### config.mk
export PLATFORM = sky130hd
export DESIGN_NAME = ascal_regs
export DESIGN_NICKNAME = d
export VERILOG_FILES = /design/src/hw/ascal_pkg.sv /design/src/hw/ascal_regs.sv
export SDC_FILE = /design/constraint.sdc
export NUM_CORES = 1
export LEC_CHECK = 0
export BUFFER_PORTS_ARGS = -buffer_cell sky130_fd_sc_hd__buf_2
export CORE_UTILIZATION = 35
export DETAILED_ROUTE_END_ITERATION = 8
export PLACE_DENSITY = 0.52
export REMOVE_ABC_BUFFERS = 1
export SYNTH_ARGS = -nofsm -noshare
export SYNTH_HDL_FRONTEND = slang
export SYNTH_SLANG_ARGS = --single-unit
export TNS_END_PERCENT = 30
### constraint.sdc
create_clock -name clk_sys -period 6.6 [get_ports clk_sys]
set_clock_uncertainty 0.1 [all_clocks]
set_input_delay 1.32 -clock clk_sys [delete_from_list [all_inputs] [get_ports clk_sys]]
set_output_delay 1.32 -clock clk_sys [all_outputs]
set_load 0.005 [all_outputs]
### src/hw/ascal_pkg.sv
/*
 * Constants, field layouts and types shared by the converter status and
 * calibration-coefficient access block.
 * Assumes a single system clock and a plain strobe-style register port.
 */
package ascal_pkg;

    // ============================================================
    // Register port addresses
    // ============================================================
    localparam int         ADDR_W          = 2;
    localparam logic [1:0] ADDR_CTRL       = 2'h0;
    localparam logic [1:0] ADDR_CAL_WR     = 2'h1;
    localparam logic [1:0] ADDR_CTRL_RB    = 2'h1;
    localparam int         DATA_W          = 16;

    // ============================================================
    // Read-select codes
    // ============================================================
    localparam logic [1:0] RDSEL_RESULT    = 2'h0;
    localparam logic [1:0] RDSEL_RESULT2   = 2'h1;
    localparam logic [1:0] RDSEL_CAL       = 2'h2;
    localparam logic [1:0] RDSEL_STATUS    = 2'h3;

    // ============================================================
    // Calibration-select codes and coefficient index map
    // ============================================================
    localparam logic [1:0] CALSEL_ALL      = 2'h0;
    localparam logic [1:0] CALSEL_GAIN_OFS = 2'h1;
    localparam logic [1:0] CALSEL_OFS      = 2'h2;
    localparam logic [1:0] CALSEL_GAIN     = 2'h3;
    localparam int         PTR_W           = 4;
    localparam int         NUM_COEF        = 10;
    localparam logic [3:0] IDX_GAIN        = 4'h0;
    localparam logic [3:0] IDX_OFS         = 4'h1;
    localparam logic [3:0] IDX_DAC_LAST    = 4'h9;
    localparam int         COEF_W          = 14;
    localparam logic [13:0] GAIN_RST       = 14'h2000;
    localparam logic [13:0] OFS_RST        = 14'h2000;
    localparam logic [13:0] DAC_RST        = 14'h0000;

    // ============================================================
    // Status word layout
    // ============================================================
    localparam int          ST_PMGT_LSB    = 8;
    localparam int          ST_ONES_LSB    = 6;
    localparam int          ST_RANGE       = 5;
    localparam int          ST_BUSY        = 4;
    localparam int          ST_CALKIND     = 3;
    localparam int          ST_CALSEL_LSB  = 1;
    localparam int          ST_CALGO       = 0;
    localparam logic [15:0] STATUS_RST     = 16'h0000;
    localparam logic [15:0] CTRL_RST       = 16'h0000;

    // ============================================================
    // Timing counts in system clock cycles
    // ============================================================
    localparam int CONV_CYCLES     = 17;
    localparam int CAL_STEP_CYCLES = 16;

    // Control register as written by software.
    typedef struct packed {
        logic [1:0] unused_hi;
        logic [3:0] zero;
        logic [1:0] power_mgmt;
        logic [1:0] read_select;
        logic       input_range_sel;
        logic       conv_go;
        logic       cal_kind_sel;
        logic [1:0] cal_select;
        logic       cal_go;
    } ascal_ctrl_t;

    // Register port request.
    typedef struct packed {
        logic [1:0]  addr;
        logic [15:0] wdata;
        logic        wr;
        logic        rd;
    } ascal_req_t;

endpackage

### src/hw/ascal_regs.sv
/*
 * Control register, read-only status word, ten calibration coefficients with
 * an auto-incrementing access pointer, and a simple conversion and
 * calibration sequencer that drives the busy indications.
 * Assumes the register port master runs on clk_sys, issues one-cycle strobes
 * and never asserts read and write together.
 */
`timescale 1ns/10ps

// How it works
// - Status word is sixteen bits, read only.
// - Status word clears to zero at reset.
// - Status bits 15..10 read zero.
// - Status bits 7 and 6 read one.
// - Status bits 9..8 echo power management.
// - Status bit 5 shows input range.
// - Status bit 4 shows conversion or calibration busy.
// - Status bit 3 shows calibration kind.
// - Status bit 0 high while calibrating.
// - Status bits 2..1 show calibration select.
// - Ten host-accessible coefficients: gain, offset, eight DAC.
// - Calibration runs load coefficients automatically.
// - Select picks all, gain+offset, offset, or gain.
// - Same select governs reads and writes.
// - Pointer restarts on control write or sequence end.
// - Pointer starts at gain, except offset-only.
// - Pointer advances after each access in multi-sets.
// - Abandoned sequence restarts on next control write.
// - Coefficient reads carry two leading zeros.
// - Select addresses coefficients only when start bit low.
module ascal_regs #(
    parameter int CONV_CYCLES     = ascal_pkg::CONV_CYCLES,
    parameter int CAL_STEP_CYCLES = ascal_pkg::CAL_STEP_CYCLES
) (
    input  wire logic                clk_sys,
    input  wire logic                sys_rst,
    input  wire ascal_pkg::ascal_req_t req,
    output logic [15:0]              rd_data,
    input  wire logic [11:0]         conv_data,
    input  wire logic [13:0]         cal_coef_in,
    output logic                     busy,
    output logic [1:0]               power_mgmt,
    output logic                     input_range_sel,
    output logic [13:0]              gain_coef,
    output logic [13:0]              offset_coef
);

    // ============================================================
    // Pointer helpers
    // ============================================================
    function automatic logic [3:0] ptr_start(input logic [1:0] sel);
        ptr_start = (sel == ascal_pkg::CALSEL_OFS) ? ascal_pkg::IDX_OFS
                                                   : ascal_pkg::IDX_GAIN;
    endfunction

    function automatic logic [3:0] ptr_last(input logic [1:0] sel);
        case (sel)
            ascal_pkg::CALSEL_ALL:      ptr_last = ascal_pkg::IDX_DAC_LAST;
            ascal_pkg::CALSEL_GAIN_OFS: ptr_last = ascal_pkg::IDX_OFS;
            ascal_pkg::CALSEL_OFS:      ptr_last = ascal_pkg::IDX_OFS;
            default:                    ptr_last = ascal_pkg::IDX_GAIN;
        endcase
    endfunction

    function automatic logic [3:0] ptr_step(input logic [3:0] ptr, input logic [1:0] sel);
        ptr_step = (ptr == ptr_last(sel)) ? ptr_start(sel) : ptr + 4'h1;
    endfunction

    function automatic logic [13:0] cal_cov_fix(input logic [13:0] v);
        cal_cov_fix = v;
    endfunction

    typedef enum logic [0:0] {ASCAL_IDLE, ASCAL_RUN} ascal_state_t;

    ascal_pkg::ascal_ctrl_t ctrl_reg;
    ascal_pkg::ascal_ctrl_t wr_ctrl;
    logic [15:0]            status_reg;
    logic [15:0]            status_next;
    logic [15:0]            rd_data_reg;
    logic [11:0]            result_reg;
    logic [3:0]             ptr_reg;
    logic [1:0]             addr_sel_reg;
    logic [13:0]            coef_reg [ascal_pkg::NUM_COEF];
    ascal_state_t           cal_state_reg;
    logic [1:0]             cal_set_reg;
    logic [3:0]             cal_idx_reg;
    logic [7:0]             cal_cnt_reg;
    logic                   conv_busy_reg;
    logic [7:0]             conv_cnt_reg;
    logic                   ctrl_wr;
    logic                   cal_wr;
    logic                   cal_rd;
    logic                   cal_busy;
    logic                   cal_step;
    logic                   cal_end;
    logic                   conv_done;

    assign wr_ctrl   = ascal_pkg::ascal_ctrl_t'(req.wdata);
    assign ctrl_wr   = req.wr && (req.addr == ascal_pkg::ADDR_CTRL);
    assign cal_wr    = req.wr && (req.addr == ascal_pkg::ADDR_CAL_WR) && !cal_busy;
    assign cal_rd    = req.rd && (req.addr == ascal_pkg::ADDR_CTRL)
                       && (ctrl_reg.read_select == ascal_pkg::RDSEL_CAL) && !cal_busy;
    assign cal_busy  = (cal_state_reg == ASCAL_RUN);
    assign cal_step  = cal_busy && (cal_cnt_reg == 8'(CAL_STEP_CYCLES - 1));
    assign cal_end   = cal_step && (cal_idx_reg == ptr_last(cal_set_reg));
    assign conv_done = conv_busy_reg && (conv_cnt_reg == 8'(CONV_CYCLES - 1));

    // ============================================================
    // Control register
    // ============================================================
    // A host write wins over the hardware clearing of the start bits.
    always_ff @(posedge clk_sys)
    begin
        if (sys_rst)
            ctrl_reg <= ascal_pkg::ascal_ctrl_t'(ascal_pkg::CTRL_RST);
        else if (ctrl_wr)
            ctrl_reg <= wr_ctrl;
        else
        begin
            if (cal_end)
                ctrl_reg.cal_go <= 1'b0;
            if (conv_done)
                ctrl_reg.conv_go <= 1'b0;
        end
    end

    // ============================================================
    // Status word
    // ============================================================
    always_comb
    begin
        status_next                                      = 16'h0000;
        status_next[ascal_pkg::ST_PMGT_LSB +: 2]         = ctrl_reg.power_mgmt;
        status_next[ascal_pkg::ST_ONES_LSB +: 2]         = 2'h3;
        status_next[ascal_pkg::ST_RANGE]                 = ctrl_reg.input_range_sel;
        status_next[ascal_pkg::ST_BUSY]                  = conv_busy_reg | cal_busy;
        status_next[ascal_pkg::ST_CALKIND]               = ctrl_reg.cal_kind_sel;
        status_next[ascal_pkg::ST_CALSEL_LSB +: 2]       = ctrl_reg.cal_select;
        status_next[ascal_pkg::ST_CALGO]                 = cal_busy;
    end

    // Only hardware loads the status word; no write path reaches it.
    always_ff @(posedge clk_sys)
    begin
        if (sys_rst)
            status_reg <= ascal_pkg::STATUS_RST;
        else
            status_reg <= status_next;
    end

    // ============================================================
    // Conversion sequencer
    // ============================================================
    always_ff @(posedge clk_sys)
    begin
        if (sys_rst)
        begin
            conv_busy_reg <= 1'b0;
            conv_cnt_reg  <= 8'h00;
            result_reg    <= 12'h000;
        end
        else if (!conv_busy_reg && ctrl_wr && wr_ctrl.conv_go)
        begin
            conv_busy_reg <= 1'b1;
            conv_cnt_reg  <= 8'h00;
        end
        else if (conv_done)
        begin
            conv_busy_reg <= 1'b0;
            result_reg    <= conv_data;
        end
        else if (conv_busy_reg)
            conv_cnt_reg <= conv_cnt_reg + 8'h01;
    end

    // ============================================================
    // Calibration sequencer
    // ============================================================
    always_ff @(posedge clk_sys)
    begin
        if (sys_rst)
        begin
            cal_state_reg <= ASCAL_IDLE;
            cal_set_reg   <= ascal_pkg::CALSEL_ALL;
            cal_idx_reg   <= ascal_pkg::IDX_GAIN;
            cal_cnt_reg   <= 8'h00;
        end
        else
        begin
            case (cal_state_reg)
                ASCAL_IDLE:
                begin
                    if (ctrl_wr && wr_ctrl.cal_go)
                    begin
                        cal_state_reg <= ASCAL_RUN;
                        cal_set_reg   <= wr_ctrl.cal_select;
                        cal_idx_reg   <= ptr_start(wr_ctrl.cal_select);
                        cal_cnt_reg   <= 8'h00;
                    end
                end
                ASCAL_RUN:
                begin
                    if (cal_end)
                        cal_state_reg <= ASCAL_IDLE;
                    else if (cal_step)
                    begin
                        cal_idx_reg <= ptr_step(cal_idx_reg, cal_set_reg);
                        cal_cnt_reg <= 8'h00;
                    end
                    else
                        cal_cnt_reg <= cal_cnt_reg + 8'h01;
                end
                default:
                    cal_state_reg <= ASCAL_IDLE;
            endcase
        end
    end

    // ============================================================
    // Coefficient store
    // ============================================================
    // Host writes are ignored while a calibration run owns the registers.
    always_ff @(posedge clk_sys)
    begin
        if (sys_rst)
        begin
            for (int i = 0; i < ascal_pkg::NUM_COEF; i++)
                coef_reg[i] <= ascal_pkg::DAC_RST;
            coef_reg[ascal_pkg::IDX_GAIN] <= ascal_pkg::GAIN_RST;
            coef_reg[ascal_pkg::IDX_OFS]  <= ascal_pkg::OFS_RST;
        end
        else if (cal_step)
            coef_reg[cal_idx_reg] <= cal_cov_fix(cal_coef_in);
        else if (cal_wr)
            coef_reg[ptr_reg] <= req.wdata[13:0];
    end

    // ============================================================
    // Access pointer
    // ============================================================
    always_ff @(posedge clk_sys)
    begin
        if (sys_rst)
        begin
            addr_sel_reg <= ascal_pkg::CALSEL_ALL;
            ptr_reg      <= ascal_pkg::IDX_GAIN;
        end
        else if (ctrl_wr)
        begin
            if (!wr_ctrl.cal_go)
            begin
                addr_sel_reg <= wr_ctrl.cal_select;
                ptr_reg      <= ptr_start(wr_ctrl.cal_select);
            end
            else
                ptr_reg <= ptr_start(addr_sel_reg);
        end
        else if (cal_wr || cal_rd)
            ptr_reg <= ptr_step(ptr_reg, addr_sel_reg);
    end

    // ============================================================
    // Read data
    // ============================================================
    always_ff @(posedge clk_sys)
    begin
        if (sys_rst)
            rd_data_reg <= 16'h0000;
        else if (req.rd && req.addr == ascal_pkg::ADDR_CTRL_RB)
            rd_data_reg <= 16'(ctrl_reg);
        else if (req.rd)
        begin
            case (ctrl_reg.read_select)
                ascal_pkg::RDSEL_STATUS: rd_data_reg <= status_reg;
                ascal_pkg::RDSEL_CAL:    rd_data_reg <= {2'h0, coef_reg[ptr_reg]};
                default:                 rd_data_reg <= {4'h0, result_reg};
            endcase
        end
        else
            rd_data_reg <= 16'h0000;
    end

    assign rd_data         = rd_data_reg;
    assign busy            = status_reg[ascal_pkg::ST_BUSY];
    assign power_mgmt      = ctrl_reg.power_mgmt;
    assign input_range_sel = ctrl_reg.input_range_sel;
    assign gain_coef       = coef_reg[ascal_pkg::IDX_GAIN];
    assign offset_coef     = coef_reg[ascal_pkg::IDX_OFS];

    // ============================================================
    // Checks
    // ============================================================
    status_rst_a: assert property (@(posedge clk_sys) sys_rst |=> status_reg == 16'h0000)
        else $error("status word not cleared by reset");

    status_zero_a: assert property (@(posedge clk_sys) disable iff (sys_rst)
        status_reg[15:10] == 6'h00)
        else $error("status high bits not zero");

    status_ones_a: assert property (@(posedge clk_sys) disable iff (sys_rst)
        !$past(sys_rst) |-> status_reg[7:6] == 2'h3)
        else $error("status bits 7 and 6 not one");

    status_echo_a: assert property (@(posedge clk_sys) disable iff (sys_rst)
        ctrl_wr ##1 1'b1 |=> status_reg[9:8] == $past(wr_ctrl.power_mgmt, 2)
                             && status_reg[5] == $past(wr_ctrl.input_range_sel, 2)
                             && status_reg[3] == $past(wr_ctrl.cal_kind_sel, 2)
                             && status_reg[2:1] == $past(wr_ctrl.cal_select, 2))
        else $error("status does not echo control fields");

    busy_bit_a: assert property (@(posedge clk_sys) disable iff (sys_rst)
        (ctrl_wr && wr_ctrl.conv_go && !conv_busy_reg) |=> ##1 status_reg[4])
        else $error("busy bit not set during conversion");

    busy_idle_a: assert property (@(posedge clk_sys) disable iff (sys_rst)
        (!conv_busy_reg && !cal_busy) |=> !status_reg[ascal_pkg::ST_BUSY])
        else $error("busy bit set with nothing running");

    cal_refuse_a: assert property (@(posedge clk_sys) disable iff (sys_rst)
        (req.wr && req.addr == ascal_pkg::ADDR_CAL_WR && cal_busy)
        |=> ptr_reg == $past(ptr_reg))
        else $error("host coefficient write taken during calibration");

    sel_hold_a: assert property (@(posedge clk_sys) disable iff (sys_rst)
        (ctrl_wr && wr_ctrl.cal_go) |=> addr_sel_reg == $past(addr_sel_reg))
        else $error("access select changed by calibration start");

    full_order_a: assert property (@(posedge clk_sys) disable iff (sys_rst)
        ((cal_wr || cal_rd) && addr_sel_reg == ascal_pkg::CALSEL_ALL
         && ptr_reg == ascal_pkg::IDX_GAIN) |=> ptr_reg == ascal_pkg::IDX_OFS)
        else $error("offset does not follow gain in full sequence");

    cal_bit_a: assert property (@(posedge clk_sys) disable iff (sys_rst)
        cal_end |=> ##1 !status_reg[0])
        else $error("calibration bit not cleared at end");

    cal_load_a: assert property (@(posedge clk_sys) disable iff (sys_rst)
        cal_step |=> coef_reg[$past(cal_idx_reg)] == $past(cal_coef_in))
        else $error("calibration run did not load coefficient");

    ptr_reset_a: assert property (@(posedge clk_sys) disable iff (sys_rst)
        (ctrl_wr && !wr_ctrl.cal_go && wr_ctrl.cal_select == ascal_pkg::CALSEL_OFS)
        |=> ptr_reg == ascal_pkg::IDX_OFS)
        else $error("pointer not at offset for offset-only select");

    ptr_adv_a: assert property (@(posedge clk_sys) disable iff (sys_rst)
        (cal_wr && addr_sel_reg == ascal_pkg::CALSEL_ALL && ptr_reg != ascal_pkg::IDX_DAC_LAST)
        |=> ptr_reg == $past(ptr_reg) + 4'h1)
        else $error("pointer did not advance");

    ptr_wrap_a: assert property (@(posedge clk_sys) disable iff (sys_rst)
        ((cal_wr || cal_rd) && ptr_reg == ptr_last(addr_sel_reg) && !ctrl_wr)
        |=> ptr_reg == ptr_start(addr_sel_reg))
        else $error("pointer did not restart after last access");

    cal_lead_a: assert property (@(posedge clk_sys) disable iff (sys_rst)
        cal_rd |=> rd_data[15:14] == 2'h0 && rd_data[13:0] == coef_reg[$past(ptr_reg)])
        else $error("coefficient read malformed");

    status_rd_a: assert property (@(posedge clk_sys) disable iff (sys_rst)
        (req.rd && req.addr == ascal_pkg::ADDR_CTRL
         && ctrl_reg.read_select == ascal_pkg::RDSEL_STATUS)
        |=> rd_data == $past(status_reg))
        else $error("status read returned wrong value");

    full_cal_c: cover property (@(posedge clk_sys) disable iff (sys_rst)
        cal_end && cal_set_reg == ascal_pkg::CALSEL_ALL);
    cal_seq_c: cover property (@(posedge clk_sys) disable iff (sys_rst)
        cal_rd && ptr_reg == ascal_pkg::IDX_DAC_LAST);
    status_rd_c: cover property (@(posedge clk_sys) disable iff (sys_rst)
        req.rd && ctrl_reg.read_select == ascal_pkg::RDSEL_STATUS && status_reg[4]);
    conv_c: cover property (@(posedge clk_sys) disable iff (sys_rst) conv_done);

endmodule
==> flow_summary.ini, run 1 <==
[power]
powerDensity_nw_per_um2 = 273.0
p_total_w = 0.004125
ir_drop_mv = 0.1555
power_leakage_nw = 5.118

[worst_setup_path]
required_ns = 6.65
crit_fanout = 38
endpoint_kind = flip-flop
max_stage_delay_ns = 0.71
critPathLaunch = sys_rst
critPathLaunchType = input pin
cp_cell_sequence = buf_4, nor3_4, a21boi_1, nor2_1, nand3_1, nand2_1
reg2reg_from = cal_cnt_reg[0]$_SDFFE_PP0P_
slowest_stage = nor3_4
crit_type = in -> reg
cp.arrival_ns = 4.22

[synthesis]
async_reset_ff_share_pct = 0
synth_flop_cell = edfxtp_1
synthAdderAreaFrac_pct = 0.4804
synth_xor_area_share_pct = 1.076
synth_area_um2 = 13020
synth.distinct_cells = 59
syn_inst = 1021
synth-seq-cells = 311
ys_seq_area_share_pct = 62.87
synth_edf_count = 196
synth_top_family_by_area = simple AND/OR/NAND/NOR gates
synthMuxAreaShare_pct = 12.20
synth_compound_area_share_pct = 7.167
yosys_warnings = 0
synth-simple-area-share_pct = 13.42
avgSynthCellArea_um2 = 12.76

[place]
hpwl_um = 26780
portBuffers = 95
place_ws_ns = 1.949
globalplace.congestion = 0.8912

[clock_tree]
clkTransAtPathRegs_ns = 0.06
root_buffer = clkbuf_16
cts_tree = done
cts_resized = 0
postCtsSetupRepairBufs = 0
cts_buffers = 34
htree_levels = 2
clkLatencyLatePin_ns = 0.54
clock_path_buffers = 3
clock-sinks = 311
cts.hold.buffers_added = 0

[die]
start_util_pct = 35.57
core_area_um2 = 36610
ios = 96
die_h_um = 194.9
rows = 70
dieWidth_um = 194.9
die_area_um2 = 37990

[layout]
largest_reg_flops = 224
post_route_cells_drive_above_1_share_pct = 22.14
area_delta_synth_final_pct = 16.02
nFillCells = 3488
nNetsFinal = 1174
antennaDiodeCount = 0

[sta]
setup_violations = 0
post-route-period-util_pct = 63.24
timing_worst_slew_pin_value_ns = 1.055
fin_ws_ns = 2.426
rsz0062_at_grt = false
finalHoldViolations = 0
drv_slew = 0
min_period_ns = 4.174
timing.setup.tns_ns = 0
max_freq_mhz = 239.6
slew_headroom_pct = 29.66

[routing]
first_pass_iters = 5
avgViaCountPerCell = 5.432
wl_per_cell_um = 24.16
num_vias = 8773
wl_um = 39010
drc = 0
ant_nets = 0
drtIter0Drc = 815

[run]
maxCapViolCount = 0

[global_routing]
antenna_found_initial = 1
grt_pass1_wl_um = 57300
gr-total-overflow = 0
grt_pass1_vias = 8495
grt.total_usage_pct = 20.75
grt_max_degree = 51

[status]
status = finished clean

[min_path]
holdCritPathClass = reg -> reg
min_from = ctrl_reg[15]$_SDFFE_PP0P_
-- cell families after synthesis --
group           Yosys count
mux                      81
flops                   311
simple gates            383
xor+xnor                 16
buf+inv                  85
compound gates          140
fa+ha+maj                 5
-- through the flow --
step / area (um^2) / utilization (%) / hold WS (ns) / std cells
finish: 15110 / 41.27 / 0.3520 / 1615
CTS: 15110 / 41.27 / 0.3534 / 1615
floorplan: 12740 / - / 0.3256 / 957
global route: 15110 / 41.27 / 0.3734 / 1615
detailed placement: 14080 / 38.46 / 0.3453 / 1553
global placement: 14080 / 38.46 / 0.3367 / 1553
-- worst max-delay path: cells and delay by family --
family | cells | cell delay [ns]
AO/OA/AOI/OAI | 1 | 0.38
buffers and inverters | 1 | 0.26
AND/OR/NAND/NOR | 4 | 2.22
-- report_power, final --
part / leakage [nW] / switching [W] / internal, W
clock: 0.500 / 0.000779 / 0.00102
combinational: 1.85 / 0.000117 / 0.0000735
sequential: 2.77 / 0.0000328 / 0.00210
total: 5.12 / 0.000929 / 0.00320
-- cell usage in the layout (no fill, tap or decap), drive strengths merged, types with 7 or more instances in the layout --
cell type and n:
mux2i 17, nor2 170, a21oi 50, a22oi 14, a211oi 37, nand3 18
nor3 21, nor2b 11, nand4 10, and3 11, edfxtp 196, nor4 11
xor2 13, o22ai 7, nand2 106, mux4 62, inv 23, o21ai 14
clkbuf 54, buf 128, dfxtp 115
-- synthesized netlist by cell type (4+ instances only) --
cell type | count | area [um^2]
buf_4 | 5 | 37.54
ha_1 | 5 | 62.56
a211oi_2 | 5 | 62.56
nor3_1 | 19 | 95.09
a211oi_1 | 32 | 240.2
mux4_2 | 62 | 1396
nand3_1 | 18 | 90.09
nor2_1 | 170 | 638.1
mux2i_1 | 17 | 170.2
a21oi_1 | 50 | 250.2
buf_2 | 14 | 70.07
o22ai_1 | 7 | 43.79
xor2_1 | 13 | 113.9
dfxtp_1 | 115 | 2302
nand2_1 | 106 | 397.9
nor2b_1 | 11 | 68.82
nor4_1 | 9 | 56.30
o21ai_0 | 14 | 70.07
inv_1 | 21 | 78.83
edfxtp_1 | 196 | 5886
and3_1 | 11 | 68.82
a22oi_1 | 14 | 105.1
buf_1 | 7 | 26.28
nand2b_1 | 4 | 25.02
clkbuf_1 | 37 | 138.9
nand4_1 | 10 | 62.56
-- routing by layer --
layer  part of all wire (%)  global-route usage [%]  vias to the layer above
met5                  0.041                       0                        -
li1                       -                       -                     3983
met3                    6.8                   4.060                       78
met4                    3.8                   8.428                        2
met1                     44                   28.78                     4389
met2                     46                   31.88                      321
-- worst paths after layout --
kind	slack, ns	endpoint	cells after the start
max reg2reg	3.04	coef_reg[6][4]$_SDFFCE_PN0P_	6
max	2.43	coef_reg[6][4]$_SDFFCE_PN0P_	6
min reg2reg	0.35	ctrl_reg[15]$_SDFFE_PP0P_	2
min	0.35	ctrl_reg[15]$_SDFFE_PP0P_	2
-- final cells by class --
| cell class | instances | area, um^2 | area share [%] |
|---|---|---|---|
| flip-flops and latches | 311 | 8193 | 54.22 |
| inverters | 21 | 78.83 | 0.5217 |
| multi-input cells | 625 | 4496 | 29.75 |
| clock inverters | 8 | 53.80 | 0.3561 |
| well taps | 468 | 585.6 | 3.875 |
| clock buffers | 54 | 977.2 | 6.467 |
| repair buffers | 128 | 725.7 | 4.803 |
Power figures use the tool's default switching activity.
==> run 2: changes to the inputs <==
--- a/config.mk
+++ b/config.mk
@@ -8,7 +8,7 @@
 export BUFFER_PORTS_ARGS = -buffer_cell sky130_fd_sc_hd__buf_2
 export CORE_UTILIZATION = 35
 export DETAILED_ROUTE_END_ITERATION = 8
-export PLACE_DENSITY = 0.52
+export PLACE_DENSITY = 0.54
 export REMOVE_ABC_BUFFERS = 1
 export SYNTH_ARGS = -nofsm -noshare
 export SYNTH_HDL_FRONTEND = slang
==> constraint.sdc (replaced) <==
create_clock -name clk_sys -period 3.36 [get_ports clk_sys]
set_clock_uncertainty 0.1 [all_clocks]
set_input_delay 0.672 -clock clk_sys [delete_from_list [all_inputs] [get_ports clk_sys]]
set_output_delay 0.672 -clock clk_sys [all_outputs]
set_load 0.005 [all_outputs]
==> run 2 against run 1 <==
  * Utilization increased by 0.87 points
  * Worst setup slack got worse by 2.0 ns
  * Count of clock-buffer cells in the layout decreased by 3
  * Clock power increased by 110%
  * Critical path type is now reg -> reg
==> flow_summary.ini, run 2 (synthesis gave the netlist of run 1 again) <==
[global_routing]
gr-total-overflow = 0
antenna_found_initial = 0
grt.total_usage_pct = 20.19
grt_pass1_vias = 8678
grt_max_degree = 48
grt_pass1_wl_um = 56400

[sta]
finalHoldViolations = 0
rsz0062_at_grt = false
drv_slew = 0
min_period_ns = 2.960
setup_violations = 0
max_freq_mhz = 337.9
slew_headroom_pct = 29.86
post-route-period-util_pct = 88.09
timing_worst_slew_pin_value_ns = 1.052
fin_ws_ns = 0.4001

[clock_tree]
clock-sinks = 311
postCtsSetupRepairBufs = 0
cts_tree = done
htree_levels = 2
cts_buffers = 35
clock_path_buffers = 3
root_buffer = clkbuf_16
clkTransAtPathRegs_ns = 0.06
clkLatencyLatePin_ns = 0.53
cts_resized = 0
cts.hold.buffers_added = 0

[place]
placed_cell_area_um2 = 14300
place_ws_ns = 0.2688
portBuffers = 95
hpwl_um = 25740
globalplace.congestion = 0.8578

[die]
ios = 96
start_util_pct = 35.57
die_h_um = 194.9
core_area_um2 = 36610
dieWidth_um = 194.9
rows = 70
die_area_um2 = 37990

[worst_setup_path]
worst_path_most_repeated_cell = and3_1
crit_fanout = 14
slowest_stage = and2_1
cpLargestDelayFamily = simple AND/OR/NAND/NOR gates
crit_type = reg -> reg
reg2reg_from = cal_cnt_reg[0]$_SDFFE_PP0P_
crit_buf_inv = 0
cp_cell_sequence = ha_1, and3_1, and3_1, a22o_4, nor3_1, and2_1
cp.arrival_ns = 3.00
required_ns = 3.40
critPathLaunchType = flip-flop
critPathLaunch = cal_cnt_reg[0]$_SDFFE_PP0P_
max_stage_delay_ns = 0.87
endpoint_kind = flip-flop

[power]
ir_drop_mv = 0.2901
clockPowerShare_pct = 44.8
power_frac_comb_pct = 4.8
p_sw_w = 0.001816
power_leakage_nw = 5.308
power_switching_share_pct = 21.91
p_int_w = 0.006473
powerDensity_nw_per_um2 = 537.3
power_frac_seq_pct = 50.3

[routing]
wl_um = 37880
drtIter0Drc = 793
first_pass_iters = 5
avgViaCountPerCell = 5.422
drc = 0
wl_per_cell_um = 23.08
num_vias = 8897
ant_nets = 0

[layout]
final_core_util_pct = 42.14
post_route_cells_drive_above_1_share_pct = 24.64
area_delta_synth_final_pct = 18.46
largest_reg_flops = 224
mostFrequentLayoutCell = edfxtp_1
mostFrequentLayoutCells = edfxtp_1 (196), nor2_1 (170), dfxtp_1 (113)
final_cell_area_um2 = 15430
antennaDiodeCount = 0
nNetsFinal = 1200

[run]
maxCapViolCount = 0

[min_path]
holdCritPathClass = in -> reg
min_from = conv_data[4]

[status]
status = finished clean
-- run 2: cell count changes in the layout (fill, tap and decap cells not counted), sizes merged --
cell,before,now
inv,23,22
clkinv,6,8
clkinvlp,0,2
clkbuf,54,51
bufinv,0,1
buf,128,153
-- run 2: power groups by stage --
| stage | sequential (W) | combinational (W) | clock [W] |
|---|---|---|---|
| global route | 0.00418 | 0.000430 | 0.00395 |
| finish | 0.00417 | 0.000401 | 0.00372 |
| floorplan | 0.00425 | 0.000191 | 0 |
| detailed placement | 0.00425 | 0.000403 | 0 |
| global placement | 0.00425 | 0.000401 | 0 |
| CTS | 0.00417 | 0.000404 | 0.00380 |
-- run 2: final timing paths --
| kind | to | slack, ns | depth (start not counted) |
|---|---|---|---|
| worst max register to register | coef_reg[13][8]$_DFFE_PP_ | 0.40 | 6 |
| worst min register to register | ctrl_reg[14]$_SDFFE_PP0P_ | 0.35 | 2 |
| worst min-delay path | result_reg[4]$_SDFFE_PP0P_ | 0.30 | 3 |
| worst max-delay path | coef_reg[13][8]$_DFFE_PP_ | 0.40 | 6 |
-- run 2: final cells by class --
type	count	area, um^2
fill	3436	21180
sequential	311	8193
multi-input combinational	625	4496
clock buffer	51	1017
timing repair buffer	153	950.9
tap	468	585.6
clock inverter	12	106.4
inverter	21	78.83
-- run 2: metrics by stage --
| step | TNS (ns) | power [W] | cells | hold slack (ns) |
|---|---|---|---|---|
| 2_1_floorplan | -9.545 | 0.004441 | 957 | 0.3256 |
| 6_report | 0 | 0.008289 | 1641 | 0.2966 |
| 5_1_grt | 0 | 0.008564 | 1641 | 0.3026 |
| 3_3_place_gp | 0 | 0.004652 | 1578 | 0.3379 |
| 4_1_cts | 0 | 0.008379 | 1641 | 0.2737 |
| 3_5_place_dp | 0 | 0.004656 | 1578 | 0.3453 |
-- run 2: worst min-delay path: cells and delay by family --
family | cells | cell delay [ns]
AND/OR/NAND/NOR | 1 | 0.05
buffers and inverters | 1 | 0.10
AO/OA/AOI/OAI | 1 | 0.06
-- run 2: per-layer routing --
| metal | track usage, % | vias to the layer above | share of wire [%] |
|---|---|---|---|
| met4 | 6.766 | 0 | 2.9 |
| met3 | 3.765 | 60 | 7.0 |
| met2 | 30.75 | 342 | 45 |
| li1 | - | 4031 | - |
| met5 | 0 | - | 0 |
| met1 | 28.92 | 4464 | 45 |
